### config.mk
export PLATFORM = sky130hd
export DESIGN_NAME = pwt_watchdog
export DESIGN_NICKNAME = d
export VERILOG_FILES = /design/src/rtl/pwt_divider.v /design/src/rtl/pwt_watchdog.v
export VERILOG_INCLUDE_DIRS = /design/src /design/src/rtl
export SDC_FILE = /design/constraint.sdc
export NUM_CORES = 1
export LEC_CHECK = 0
export BUFFER_PORTS_ARGS = -buffer_cell sky130_fd_sc_hd__buf_2
export CORE_MARGIN = 10
export CORE_UTILIZATION = 50
export DETAILED_ROUTE_END_ITERATION = 10
export HOLD_SLACK_MARGIN = 0.06
export PLACE_DENSITY_LB_ADDON = 0.1
export REMOVE_ABC_BUFFERS = 1
export SLEW_MARGIN = 20
export SYNTH_ARGS = -nofsm -noshare
export SYNTH_HDL_FRONTEND = slang
export SYNTH_SLANG_ARGS = --single-unit
### constraint.sdc
create_clock -name pclk -period 2.2 [get_ports pclk]
set_input_delay 0.44 -clock pclk [delete_from_list [all_inputs] [get_ports pclk]]
set_output_delay 0.44 -clock pclk [all_outputs]
set_load 0.01 [all_outputs]
### src/rtl/pwt_regs.vh
// register offsets, field positions, reset values and timing counts
// assumes a 32-bit apb slave with one aligned word per register
`ifndef PWT_REGS_VH
`define PWT_REGS_VH

// apb byte offsets
`define PWT_REFRESH_OFF 8'h00
`define PWT_START_OFF 8'h04
`define PWT_CONTROL_OFF 8'h08
`define PWT_PROTECT_OFF 8'h0C
`define PWT_PMODE_OFF 8'h10
`define PWT_COUNT_OFF 8'h14

// refresh sequence values
`define PWT_REFRESH_FIRST 8'h00
`define PWT_REFRESH_SECOND 8'hFF

// field positions
`define PWT_PRESCALE_SEL_POS 7
`define PWT_PROTECT_EN_POS 7
`define PWT_UNDERFLOW_ACT_POS 2
`define PWT_AUTO_START_POS 0
`define PWT_PROTECT_INIT_POS 7
`define PWT_RUNNING_POS 16

// reset and erased values
`define PWT_OPTION_ERASED 8'hFF
`define PWT_PROTECT_ON_READ 8'h80

// counter widths and reload values
`define PWT_COUNT_W 15
`define PWT_RELOAD_NORMAL 15'h7FFF
`define PWT_RELOAD_PROTECT 15'h0FFF

// prescaler ratios
`define PWT_DIV_W 9
`define PWT_PRESCALE_LOW 9'd16
`define PWT_PRESCALE_HIGH 9'd128

// timing: cpu clock and low-speed oscillator rates in hz
`define PWT_CLK_HZ 40000000
`define PWT_LOCO_HZ 125000

`endif

### src/rtl/pwt_divider.v
// programmable divider producing a one-cycle tick enable
// assumes a single clock; ratio is held stable while counting
module pwt_divider #(
  parameter W = 9
) (
  // clock and reset
  input wire pclk,
  input wire presetn,
  // control
  input wire enable,
  input wire [W-1:0] ratio,
  // tick out
  output reg tick
);

  reg [W-1:0] cnt_q;

  always @(posedge pclk or negedge presetn)
  begin
    if (!presetn)
    begin
      cnt_q <= {W{1'b0}};
      tick <= 1'b0;
    end
    else if (enable)
    begin
      if (cnt_q >= ratio - {{(W-1){1'b0}}, 1'b1})
      begin
        cnt_q <= {W{1'b0}};
        tick <= 1'b1;
      end
      else
      begin
        cnt_q <= cnt_q + {{(W-1){1'b0}}, 1'b1};
        tick <= 1'b0;
      end
    end
    else
    begin
      tick <= 1'b0;
    end
  end

endmodule

### src/rtl/pwt_watchdog.v
// program watchdog timer with apb register access
// assumes option byte pins are stable from reset release onward
//
// Register access over APB and the address map were decided locally.
`include "pwt_regs.vh"

module pwt_watchdog #(
  parameter CLK_HZ = `PWT_CLK_HZ,
  parameter LOCO_HZ = `PWT_LOCO_HZ,
  parameter [`PWT_DIV_W-1:0] PRESC_LOW = `PWT_PRESCALE_LOW,
  parameter [`PWT_DIV_W-1:0] PRESC_HIGH = `PWT_PRESCALE_HIGH
) (
  // clock and reset
  input wire pclk,
  input wire presetn,
  // apb slave
  input wire psel,
  input wire penable,
  input wire pwrite,
  input wire [7:0] paddr,
  input wire [31:0] pwdata,
  output reg [31:0] prdata,
  output wire pready,
  output wire pslverr,
  // option byte from flash
  input wire [7:0] option_byte,
  input wire flash_erased,
  // low power mode status
  input wire stop_mode,
  input wire wait_mode,
  // underflow outputs
  output reg wdt_irq,
  output reg wdt_reset_req
);

  localparam integer LOCO_RATIO = CLK_HZ / LOCO_HZ;
  localparam [`PWT_DIV_W-1:0] LOCO_DIV = LOCO_RATIO[`PWT_DIV_W-1:0];

  // option capture state
  reg opt_done_q;
  // control state
  reg started_q;
  reg prescale_select_bit_q;
  reg protect_enable_bit_q;
  reg protect_arm_q;
  reg underflow_action_bit_q;
  reg refresh_arm_q;
  reg [`PWT_COUNT_W-1:0] count_q;

  wire [7:0] opt_eff;
  wire acc;
  wire wr;
  wire [7:0] wbyte;
  wire hit_refresh;
  wire hit_start;
  wire hit_control;
  wire hit_protect;
  wire hit_pmode;
  wire hit_count;
  wire mapped;
  wire refresh_ok;
  wire protect_set;
  wire low_power;
  wire run;
  wire presc_tick;
  wire loco_tick;
  wire src_tick;
  wire underflow;
  wire reset_action;
  wire [`PWT_DIV_W-1:0] presc_ratio;
  wire [`PWT_COUNT_W-1:0] reload_val;
  reg [31:0] rdata_d;

  // erased flash block reads as all ones
  assign opt_eff = flash_erased ? `PWT_OPTION_ERASED : option_byte;

  // bus decode, zero wait states
  assign acc = psel & penable;
  assign wr = acc & pwrite;
  assign wbyte = pwdata[7:0];
  assign hit_refresh = (paddr == `PWT_REFRESH_OFF);
  assign hit_start = (paddr == `PWT_START_OFF);
  assign hit_control = (paddr == `PWT_CONTROL_OFF);
  assign hit_protect = (paddr == `PWT_PROTECT_OFF);
  assign hit_pmode = (paddr == `PWT_PMODE_OFF);
  assign hit_count = (paddr == `PWT_COUNT_OFF);
  assign mapped = hit_refresh | hit_start | hit_control | hit_protect |
                  hit_pmode | hit_count;
  assign pready = 1'b1;
  assign pslverr = acc & ~mapped;

  // second half of the refresh pair
  assign refresh_ok = wr & hit_refresh & refresh_arm_q &
                      (wbyte == `PWT_REFRESH_SECOND);

  // protection sets only after an armed write of one
  assign protect_set = wr & hit_protect & protect_arm_q &
                       pwdata[`PWT_PROTECT_EN_POS];

  // tick selection and gating
  assign low_power = stop_mode | wait_mode;
  assign run = started_q & (protect_enable_bit_q | ~low_power);
  assign presc_ratio = prescale_select_bit_q ? PRESC_HIGH :
                       PRESC_LOW;
  assign src_tick = protect_enable_bit_q ? loco_tick : presc_tick;
  assign underflow = run & src_tick & (count_q == {`PWT_COUNT_W{1'b0}});
  assign reload_val = protect_enable_bit_q ? `PWT_RELOAD_PROTECT :
                      `PWT_RELOAD_NORMAL;
  assign reset_action = protect_enable_bit_q | underflow_action_bit_q;

  // cpu clock prescaler, halted when stopped or in low power
  pwt_divider #(
    .W(`PWT_DIV_W)
  ) u_prescaler (
    .pclk(pclk),
    .presetn(presetn),
    .enable(started_q & ~protect_enable_bit_q & ~low_power),
    .ratio(presc_ratio),
    .tick(presc_tick)
  );

  // low-speed oscillator rate, free running
  pwt_divider #(
    .W(`PWT_DIV_W)
  ) u_loco (
    .pclk(pclk),
    .presetn(presetn),
    .enable(1'b1),
    .ratio(LOCO_DIV),
    .tick(loco_tick)
  );

  // option byte capture on the first edge after reset release
  always @(posedge pclk or negedge presetn)
  begin
    if (!presetn)
    begin
      opt_done_q <= 1'b0;
    end
    else if (!opt_done_q)
    begin
      opt_done_q <= 1'b1;
    end
  end

  // start control
  always @(posedge pclk or negedge presetn)
  begin
    if (!presetn)
    begin
      started_q <= 1'b0;
    end
    else if (!opt_done_q)
    begin
      started_q <= ~opt_eff[`PWT_AUTO_START_POS];
    end
    else if (wr & hit_start)
    begin
      started_q <= 1'b1;
    end
  end

  // protection enable, sticky once set
  always @(posedge pclk or negedge presetn)
  begin
    if (!presetn)
    begin
      protect_enable_bit_q <= 1'b0;
      protect_arm_q <= 1'b0;
    end
    else if (!opt_done_q)
    begin
      protect_enable_bit_q <= ~opt_eff[`PWT_PROTECT_INIT_POS];
      protect_arm_q <= 1'b0;
    end
    else if (!protect_enable_bit_q && wr && hit_protect)
    begin
      protect_arm_q <= ~pwdata[`PWT_PROTECT_EN_POS];
      if (protect_set)
      begin
        protect_enable_bit_q <= 1'b1;
      end
    end
  end

  // prescaler select and underflow action bits
  always @(posedge pclk or negedge presetn)
  begin
    if (!presetn)
    begin
      prescale_select_bit_q <= 1'b0;
      underflow_action_bit_q <= 1'b0;
    end
    else
    begin
      if (wr & hit_control)
      begin
        prescale_select_bit_q <= pwdata[`PWT_PRESCALE_SEL_POS];
      end
      if (wr & hit_pmode)
      begin
        underflow_action_bit_q <= pwdata[`PWT_UNDERFLOW_ACT_POS];
      end
    end
  end

  // refresh sequence tracker
  always @(posedge pclk or negedge presetn)
  begin
    if (!presetn)
    begin
      refresh_arm_q <= 1'b0;
    end
    else if (wr & hit_refresh)
    begin
      // any other value breaks the pair
      refresh_arm_q <= (wbyte == `PWT_REFRESH_FIRST);
    end
  end

  // down counter
  always @(posedge pclk or negedge presetn)
  begin
    if (!presetn)
    begin
      count_q <= `PWT_RELOAD_NORMAL;
    end
    else if (!opt_done_q)
    begin
      count_q <= opt_eff[`PWT_PROTECT_INIT_POS] ? `PWT_RELOAD_NORMAL :
                 `PWT_RELOAD_PROTECT;
    end
    else if (protect_set & ~protect_enable_bit_q)
    begin
      // shorter period takes effect at once
      count_q <= `PWT_RELOAD_PROTECT;
    end
    else if (refresh_ok | underflow)
    begin
      count_q <= reload_val;
    end
    else if (run & src_tick)
    begin
      count_q <= count_q - {{(`PWT_COUNT_W-1){1'b0}}, 1'b1};
    end
  end

  // underflow outputs, one-cycle pulses
  always @(posedge pclk or negedge presetn)
  begin
    if (!presetn)
    begin
      wdt_irq <= 1'b0;
      wdt_reset_req <= 1'b0;
    end
    else
    begin
      wdt_irq <= underflow & ~reset_action;
      wdt_reset_req <= underflow & reset_action;
    end
  end

  // read mux
  always @*
  begin
    rdata_d = 32'h0000_0000;
    if (hit_control)
    begin
      rdata_d[`PWT_PRESCALE_SEL_POS] = prescale_select_bit_q;
      rdata_d[4:0] = count_q[14:10];
    end
    else if (hit_protect)
    begin
      rdata_d[7:0] = protect_enable_bit_q ? `PWT_PROTECT_ON_READ :
                     8'h00;
    end
    else if (hit_pmode)
    begin
      rdata_d[`PWT_UNDERFLOW_ACT_POS] = underflow_action_bit_q;
    end
    else if (hit_count)
    begin
      rdata_d[`PWT_COUNT_W-1:0] = count_q;
      rdata_d[`PWT_RUNNING_POS] = run;
    end
  end

  // read data captured in the setup cycle
  always @(posedge pclk or negedge presetn)
  begin
    if (!presetn)
    begin
      prdata <= 32'h0000_0000;
    end
    else if (psel & ~penable & ~pwrite)
    begin
      prdata <= rdata_d;
    end
  end

endmodule

==> results of run 1 <==
-- registers in the layout, indices dropped and copies added, names as in the netlist --
name                    count
refresh_arm_q               1
wdt_irq                     1
u_loco.tick                 1
prdata                     16
wdt_reset_req               1
u_prescaler.tick            1
count_q                    15
protect_enable_bit_q        1
u_prescaler.cnt_q           9
u_loco.cnt_q                9
underflow_action_bit_q      1
protect_arm_q               1
prescale_select_bit_q       1
started_q                   1
opt_done_q                  1
-- synth_stat cells, drive strengths merged (3+ instances only) --
cell type / n
a221oi: 5
a22o: 3
a32oi: 3
and3: 6
and4: 3
buf: 19
clkbuf: 7
dfrtp: 45
dfstp: 15
ha: 7
inv: 6
mux2: 3
nand2: 52
nand2b: 4
nand3: 21
nand4: 6
nand4b: 3
nor2: 41
nor2b: 7
nor3: 10
nor4: 8
nor4b: 4
o21ai: 13
or3: 4
xnor2: 9
xor2: 10
-- power groups by stage --
stage / sequential, W / combinational, W / clock (W)
after floorplan: 0.00122 / 0.000112 / 0
after global placement: 0.00122 / 0.000234 / 0
after detailed placement: 0.00122 / 0.000239 / 0
after CTS: 0.00120 / 0.000239 / 0.00101
after global routing: 0.00121 / 0.000270 / 0.00106
final: 0.00120 / 0.000238 / 0.000982
-- worst max-delay path, stage by stage (launching register included) --
cell      delay [ns]
dfstp_2         0.37
inv_1           0.07
ha_1            0.17
nor3b_2         0.19
nand4_2         0.19
buf_4           0.20
or3_1           0.37
a31o_1          0.20
a221oi_1        0.24
-- worst max-delay path by stage --
stage                  endpoint  slack [ns]  cells after the start
floorplan           count_q[14]        0.04                      5
global placement     count_q[1]       -0.20                      8
detailed placement  count_q[14]       -0.19                      6
CTS                 count_q[12]        0.03                      8
global route        count_q[14]       0.007                      7
finish              count_q[12]        0.13                      8
-- layout make-up --
class | count | area (sq um)
Fill cell | 571 | 2437
Multi-Input combinational cell | 269 | 1618
Sequential cell | 60 | 1520
Timing Repair Buffer | 74 | 457.9
Clock buffer | 14 | 162.7
Tap cell | 77 | 96.34
Clock inverter | 2 | 35.03
Inverter | 6 | 22.52
-- logic make-up after synthesis --
kind of cell    count (synthesis)
compound gates                 44
xor+xnor                       19
fa+ha+maj                       7
buf+inv                        32
flops                          60
mux                             5
other cells                     2
simple gates                  176
-- per-stage QoR --
stage | instance area, sq um | power (W) | std cells
6_report | 3913 | 0.002424 | 502
5_1_grt | 3913 | 0.002544 | 502
4_1_cts | 3905 | 0.002453 | 502
3_5_place_dp | 3707 | 0.001460 | 486
3_3_place_gp | 3707 | 0.001454 | 486
2_1_floorplan | 3153 | 0.001331 | 335
-- metal layers --
metal,GRT usage [%],routed length (um)
met5,0,0
met3,3.567,515
met4,6.196,40
met2,23.59,3532
met1,19.51,3376
-- repair_timing --
item,CTS,global route
endpoints found under the setup margin,0,11
resized for setup,0,2
endpoints found under the hold margin,0,0
==> reports/metrics.csv, run 1 <==
metric;value;unit
cts.sinks;60;
reg2reg_slack;0.13;ns
avgSynthCellArea;9.437;sq um
die_y;100.7;um
postCtsHoldBufs;0;
muxShareOfSynthArea;1.653;%
max_freq;482.0;MHz
portBuffers;44;
nNetsFinal;483;
r2r-start;count_q[0];
remaining_drc_errors;0;
ant_nets;0;
maxSlewViolCount;0;
timing.final.crit_share;94.30;%
post_cts_buffers;0;
synth_edf_count;0;
synthFlopType;dfrtp_1;
synthXorXnorAreaFrac;5.111;%
rows;29;
finalClockSkew;0.008282;ns
synth_top_area_share;34.59;%
postSynthCellCount;345;
grt_start_max_net_pins;26;
cp-start-kind;register;
grt_usage;15.08;%
p_switching;0.0005843;W
final.setup.worst_slack;0.1254;ns
relSlewSlack;56.73;%
cts_max_level;3;
leakagePower;1.842;nW
insertedDiodeCount;0;
drv_cap;0;
netlist_area;0.003256;sq mm
layout_commonest_cell;nand2_1;
first_global_vias;2644;
vias;2710;
async_flop_share;100.0;%
synth_cell_types;56;
hold_class;primary input to asynchronous set/reset pin;
period_minus_slack;2.075;ns
finalHoldViolCount;0;
reg2regPathDepth;8;
gp_congestion;0.8480;
synth-simple-area-share;27.52;%
final.setup.tns;0;ns
cp.arrival;2.31;ns
synth_compound_area_share;10.42;%
die_area;0.01014;sq mm
avgViaCountPerCell;5.398;
critPathKind;register to register;
initial_utilization;51.27;%
crit_start;count_q[0];
drtIter0Drc;149;
clk_latency;0.33;ns
ys_top_cells_by_area;dfrtp_1, dfstp_2, nand2_1, nor2_1, buf_4;
final_cell_mix;nand2_1, dfrtp_1, buf_2, nor2_1, buf_4;
seq_power_share;49.7;%
clockBufferDepth;2;
dp_hpwl;5.844;mm
tightest_slew;0.6422;ns
synth_top_family_by_area;simple AND/OR/NAND/NOR gates;
p_int;0.001839;W
ys_ff_latch;60;
p_sw_share;24.11;%
fp.dieW;100.7;um
antenna_found_initial;0;
rsz0062_at_grt;no;
post-place-ws;-0.1867;ns
cts_tree;yes;
clkPwrFrac;40.5;%
synth_fa_ha_area_share;2.690;%
wl_per_cell;14.87;um
fin_util;61.62;%
power.density;619.4;mW/mm^2
setup_viol;0;
critical_path_required;2.43;ns
crit_fanout;3;
grt_pass1_wl;12.47;mm
drtPass1Iterations;5;
cts_root_buf;clkbuf_8;
io_pins;92;
outcome;completed;
seq_area_frac_synth;46.69;%
clk_pin_slew;0.07;ns
r2r_end;count_q[12];
grt_overflow;0;
drt_wl_total;7.464;mm
vdd_ir_drop_max;0.0004859;V
yosys.area.top_type;dfrtp_1;
area_growth_syn_to_layout;20.18;%
layout-drive-gt1-share;27.06;%
end_kind;register;
combPwrFrac;9.8;%
ys_warn_count;0;
holdWs;0.1005;ns
cts_buffers;9;
core;0.006350;sq mm
Note: power is estimated with default switching activity, not from simulation.
==> run 2, diff against run 1 <==
--- a/config.mk
+++ b/config.mk
@@ -6,6 +6,7 @@
 export SDC_FILE = /design/constraint.sdc
 export NUM_CORES = 1
 export LEC_CHECK = 0
+export ABC_AREA = 1
 export BUFFER_PORTS_ARGS = -buffer_cell sky130_fd_sc_hd__buf_2
 export CORE_MARGIN = 10
 export CORE_UTILIZATION = 50
@@ -13,7 +14,7 @@
 export HOLD_SLACK_MARGIN = 0.06
 export PLACE_DENSITY_LB_ADDON = 0.1
 export REMOVE_ABC_BUFFERS = 1
-export SLEW_MARGIN = 20
+export SLEW_MARGIN = 15
 export SYNTH_ARGS = -nofsm -noshare
 export SYNTH_HDL_FRONTEND = slang
 export SYNTH_SLANG_ARGS = --single-unit
==> constraint.sdc (replaced) <==
create_clock -name pclk -period 2.2 [get_ports pclk]
set_input_delay 0.44 -clock pclk [delete_from_list [all_inputs] [get_ports pclk]]
set_output_delay 0.44 -clock pclk [all_outputs]
set_load 0.05 [all_outputs]
==> reports/metrics.csv, run 2 <==
metric;value;unit;change
critPathKind;primary input to output port;;
fp.dieW;104.1;um;+3.4%
finalClockSkew;0.01028;ns;+0.002002 ns
crit_fanout;5;;+2
cts_tree;yes;;
die_area;0.01084;sq mm;+6.9%
netlist_area;0.003536;sq mm;+8.6%
synthFlopType;dfrtp_1;;
cts.sinks;60;;unchanged
grt_start_max_net_pins;61;;+130%
ant_nets;0;;unchanged
relSlewSlack;63.22;%;+6.5 points
ys_top_cells_by_count;nand2_1, inv_1, nor2_1;;
die_y;104.1;um;+3.4%
drt_wl_total;7.637;mm;+2.3%
avgSynthCellArea;8.036;sq um;-15%
cts_root_buf;clkbuf_8;;
post_cts_buffers;0;;unchanged
postCtsHoldBufs;0;;unchanged
cp-start-kind;primary input;;
leakagePower;2.025;nW;+9.9%
io_pins;92;;unchanged
postSynthCellCount;440;;+28%
vdd_ir_drop_max;0.0003972;V;-18%
fill_cells;647;;+13%
area_growth_syn_to_layout;13.16;%;
layout_commonest_cell;nand2_1;;
ys_ff_latch;60;;unchanged
setup_viol;0;;unchanged
drv_cap;0;;unchanged
p_sw_share;31.60;%;+7.5 points
synth_cell_types;44;;-21%
initial_utilization;51.76;%;+0.49 points
cts_resized;0;;unchanged
period_minus_slack;2.056;ns;-0.01865 ns
async_flop_share;100.0;%;unchanged
avgViaCountPerCell;4.902;;-9.2%
synth_edf_count;0;;unchanged
drtIter0Drc;126;;-15%
tightest_slew;0.5460;ns;-0.09623 ns
final_cells;592;;+18%
clk_latency;0.34;ns;about the same
maxSlewViolCount;0;;unchanged
ys_warn_count;0;;unchanged
final_cell_mix;nand2_1, inv_1, nor2_1, dfrtp_1, buf_2;;
gp_congestion;0.8755;;+3.2%
top_register;prdata;;
clk_pin_slew;0.07;ns;about the same
max_freq;486.4;MHz;+0.91%
power.density;678.1;mW/mm^2;+9.5%
clockBufferDepth;2;;unchanged
rsz0062_at_grt;no;;
dp_hpwl;5.968;mm;+2.1%
clkPwrFrac;36.8;%;-3.7 points
cts_buffers;9;;unchanged
finalHoldViolCount;0;;unchanged
hold_class;primary input to asynchronous set/reset pin;;
final.setup.worst_slack;0.1441;ns;+0.01865 ns
timing.final.crit_share;93.45;%;-0.85 points
antenna_found_initial;0;;unchanged
seq_power_share;46.3;%;-3.4 points
rows;30;;+3.4%
yosysMostFrequentCell;nand2_1;;
cp.arrival;1.62;ns;-0.69 ns
yosys.area.top_type;dfrtp_1;;
grt_usage;14.36;%;-0.72 points
portBuffers;44;;unchanged
grt_overflow;0;;unchanged
critical_path_required;1.76;ns;-0.67 ns
largest_reg_flops;16;;unchanged
outcome;completed;;
ys_top_cells_by_area;dfrtp_1, dfstp_2, nand2_1, inv_1, nor2_1;;
cts_max_level;3;;unchanged
post-place-ws;0.1580;ns;+0.3447 ns
end_kind;output port;;
p_int;0.001856;W;+0.91%
register_area;0.001520;sq mm;unchanged
vias;2902;;+7.1%
largestRegisters;prdata: 16 flops, count_q: 15 flops;;
wl_per_cell;12.90;um;-13%
grt_pass1_wl;12.93;mm;+3.7%
drtPass1Iterations;5;;unchanged
layout-drive-gt1-share;24.19;%;-2.9 points
seq_area_frac_synth;42.99;%;-3.7 points
dp_cells;576;;+19%
combPwrFrac;16.9;%;+7.1 points
nNetsFinal;554;;+15%
synth_top_area_share;31.85;%;-2.7 points
core;0.006832;sq mm;+7.6%
insertedDiodeCount;0;;unchanged
first_global_vias;2771;;+4.8%
remaining_drc_errors;0;;unchanged
multi_input_area;0.001669;sq mm;+3.2%
p_switching;0.0008574;W;+47%
==> run 2: changes by cell type after synthesis, sizes merged, moves of 7 or more <==
cell / change
inv: +58
nor2b: -7
nand2: +41
nand3: +14
nor2: +22
a21oi: +10
o21ai: +15
xnor2: -8
==> run 2: cell families (layout without fill, tap and decap cells) <==
group                    count (synthesis)  count (layout)  share of synthesized area (%)
AO/OA/AOI/OAI                           51              51                          8.458
other                                    2              18                         0.2124
AND/OR/NAND/NOR                        224             224                          31.88
flip-flops                              60              60                          42.99
buffers and inverters                   86             126                          11.50
XOR/XNOR                                10              10                          2.477
adder cells (fa/ha/maj)                  7               7                          2.477
==> run 2: final timing paths <==
| kind | from | to | slack, ns | cells after the start |
|---|---|---|---|---|
| worst max-delay path | paddr[3] | pslverr | 0.14 | 8 |
| worst min-delay path | presetn | refresh_arm_q | 0.10 | 2 |
| worst max register to register | count_q[0] | count_q[1] | 0.44 | 8 |
| worst min register to register | u_loco.cnt_q[0] | u_loco.cnt_q[0] | 0.46 | 1 |
| max in group asynchronous | presetn | count_q[0] | 1.80 | 2 |
| min in group pclk | option_byte[0] | started_q | 0.29 | 2 |
==> run 2: worst max-delay path: stages <==
cell and delay [ns]:
buf_2 0.10, inv_1 0.07, nand2_1 0.07, nor2_1 0.05, nand2_1 0.14, inv_2 0.09, a2111oi_0 0.31, buf_2 0.34
==> run 2: routing by layer <==
metal / share of wire, % / track usage [%] / vias up / routed length [um]
met3: 7.4 / 5.390 / 7 / 568
met4: 1.0 / 5.169 / 0 / 78
met1: 50 / 19.57 / 1323 / 3854
met2: 41 / 20.14 / 86 / 3135
met5: 0 / 0 / - / 0
li1: - / - / 1486 / -
==> run 2: power groups by stage <==
stage	logic [W]	clock network [W]	registers [W]
floorplan	0.000329	0	0.00126
global placement	0.000443	0	0.00127
detailed placement	0.000459	0	0.00128
CTS	0.000460	0.00102	0.00126
global route	0.000524	0.00108	0.00127
finish	0.000458	0.000998	0.00126
==> run 2: stage by stage <==
stage | TNS (ns) | util, % | power [W] | area (sq um) | hold WS (ns)
after floorplan | -1.374 | - | 0.001592 | 3435 | 0.1444
after global placement | 0 | 55.66 | 0.001718 | 3802 | 0.4473
after detailed placement | 0 | 55.66 | 0.001734 | 3802 | 0.4598
after CTS | 0 | 58.57 | 0.002738 | 4001 | 0.09666
after global routing | 0 | 58.57 | 0.002874 | 4001 | 0.09547
final | 0 | 58.57 | 0.002713 | 4001 | 0.1003
==> run 2: area by class of cell <==
cell class / count / area share [%]
clock inverters: 7 / 1.876
multi-input cells: 310 / 41.71
flip-flops and latches: 60 / 37.99
well taps: 96 / 3.002
repair buffers: 46 / 6.191
clock buffers: 9 / 3.096
inverters: 64 / 6.129
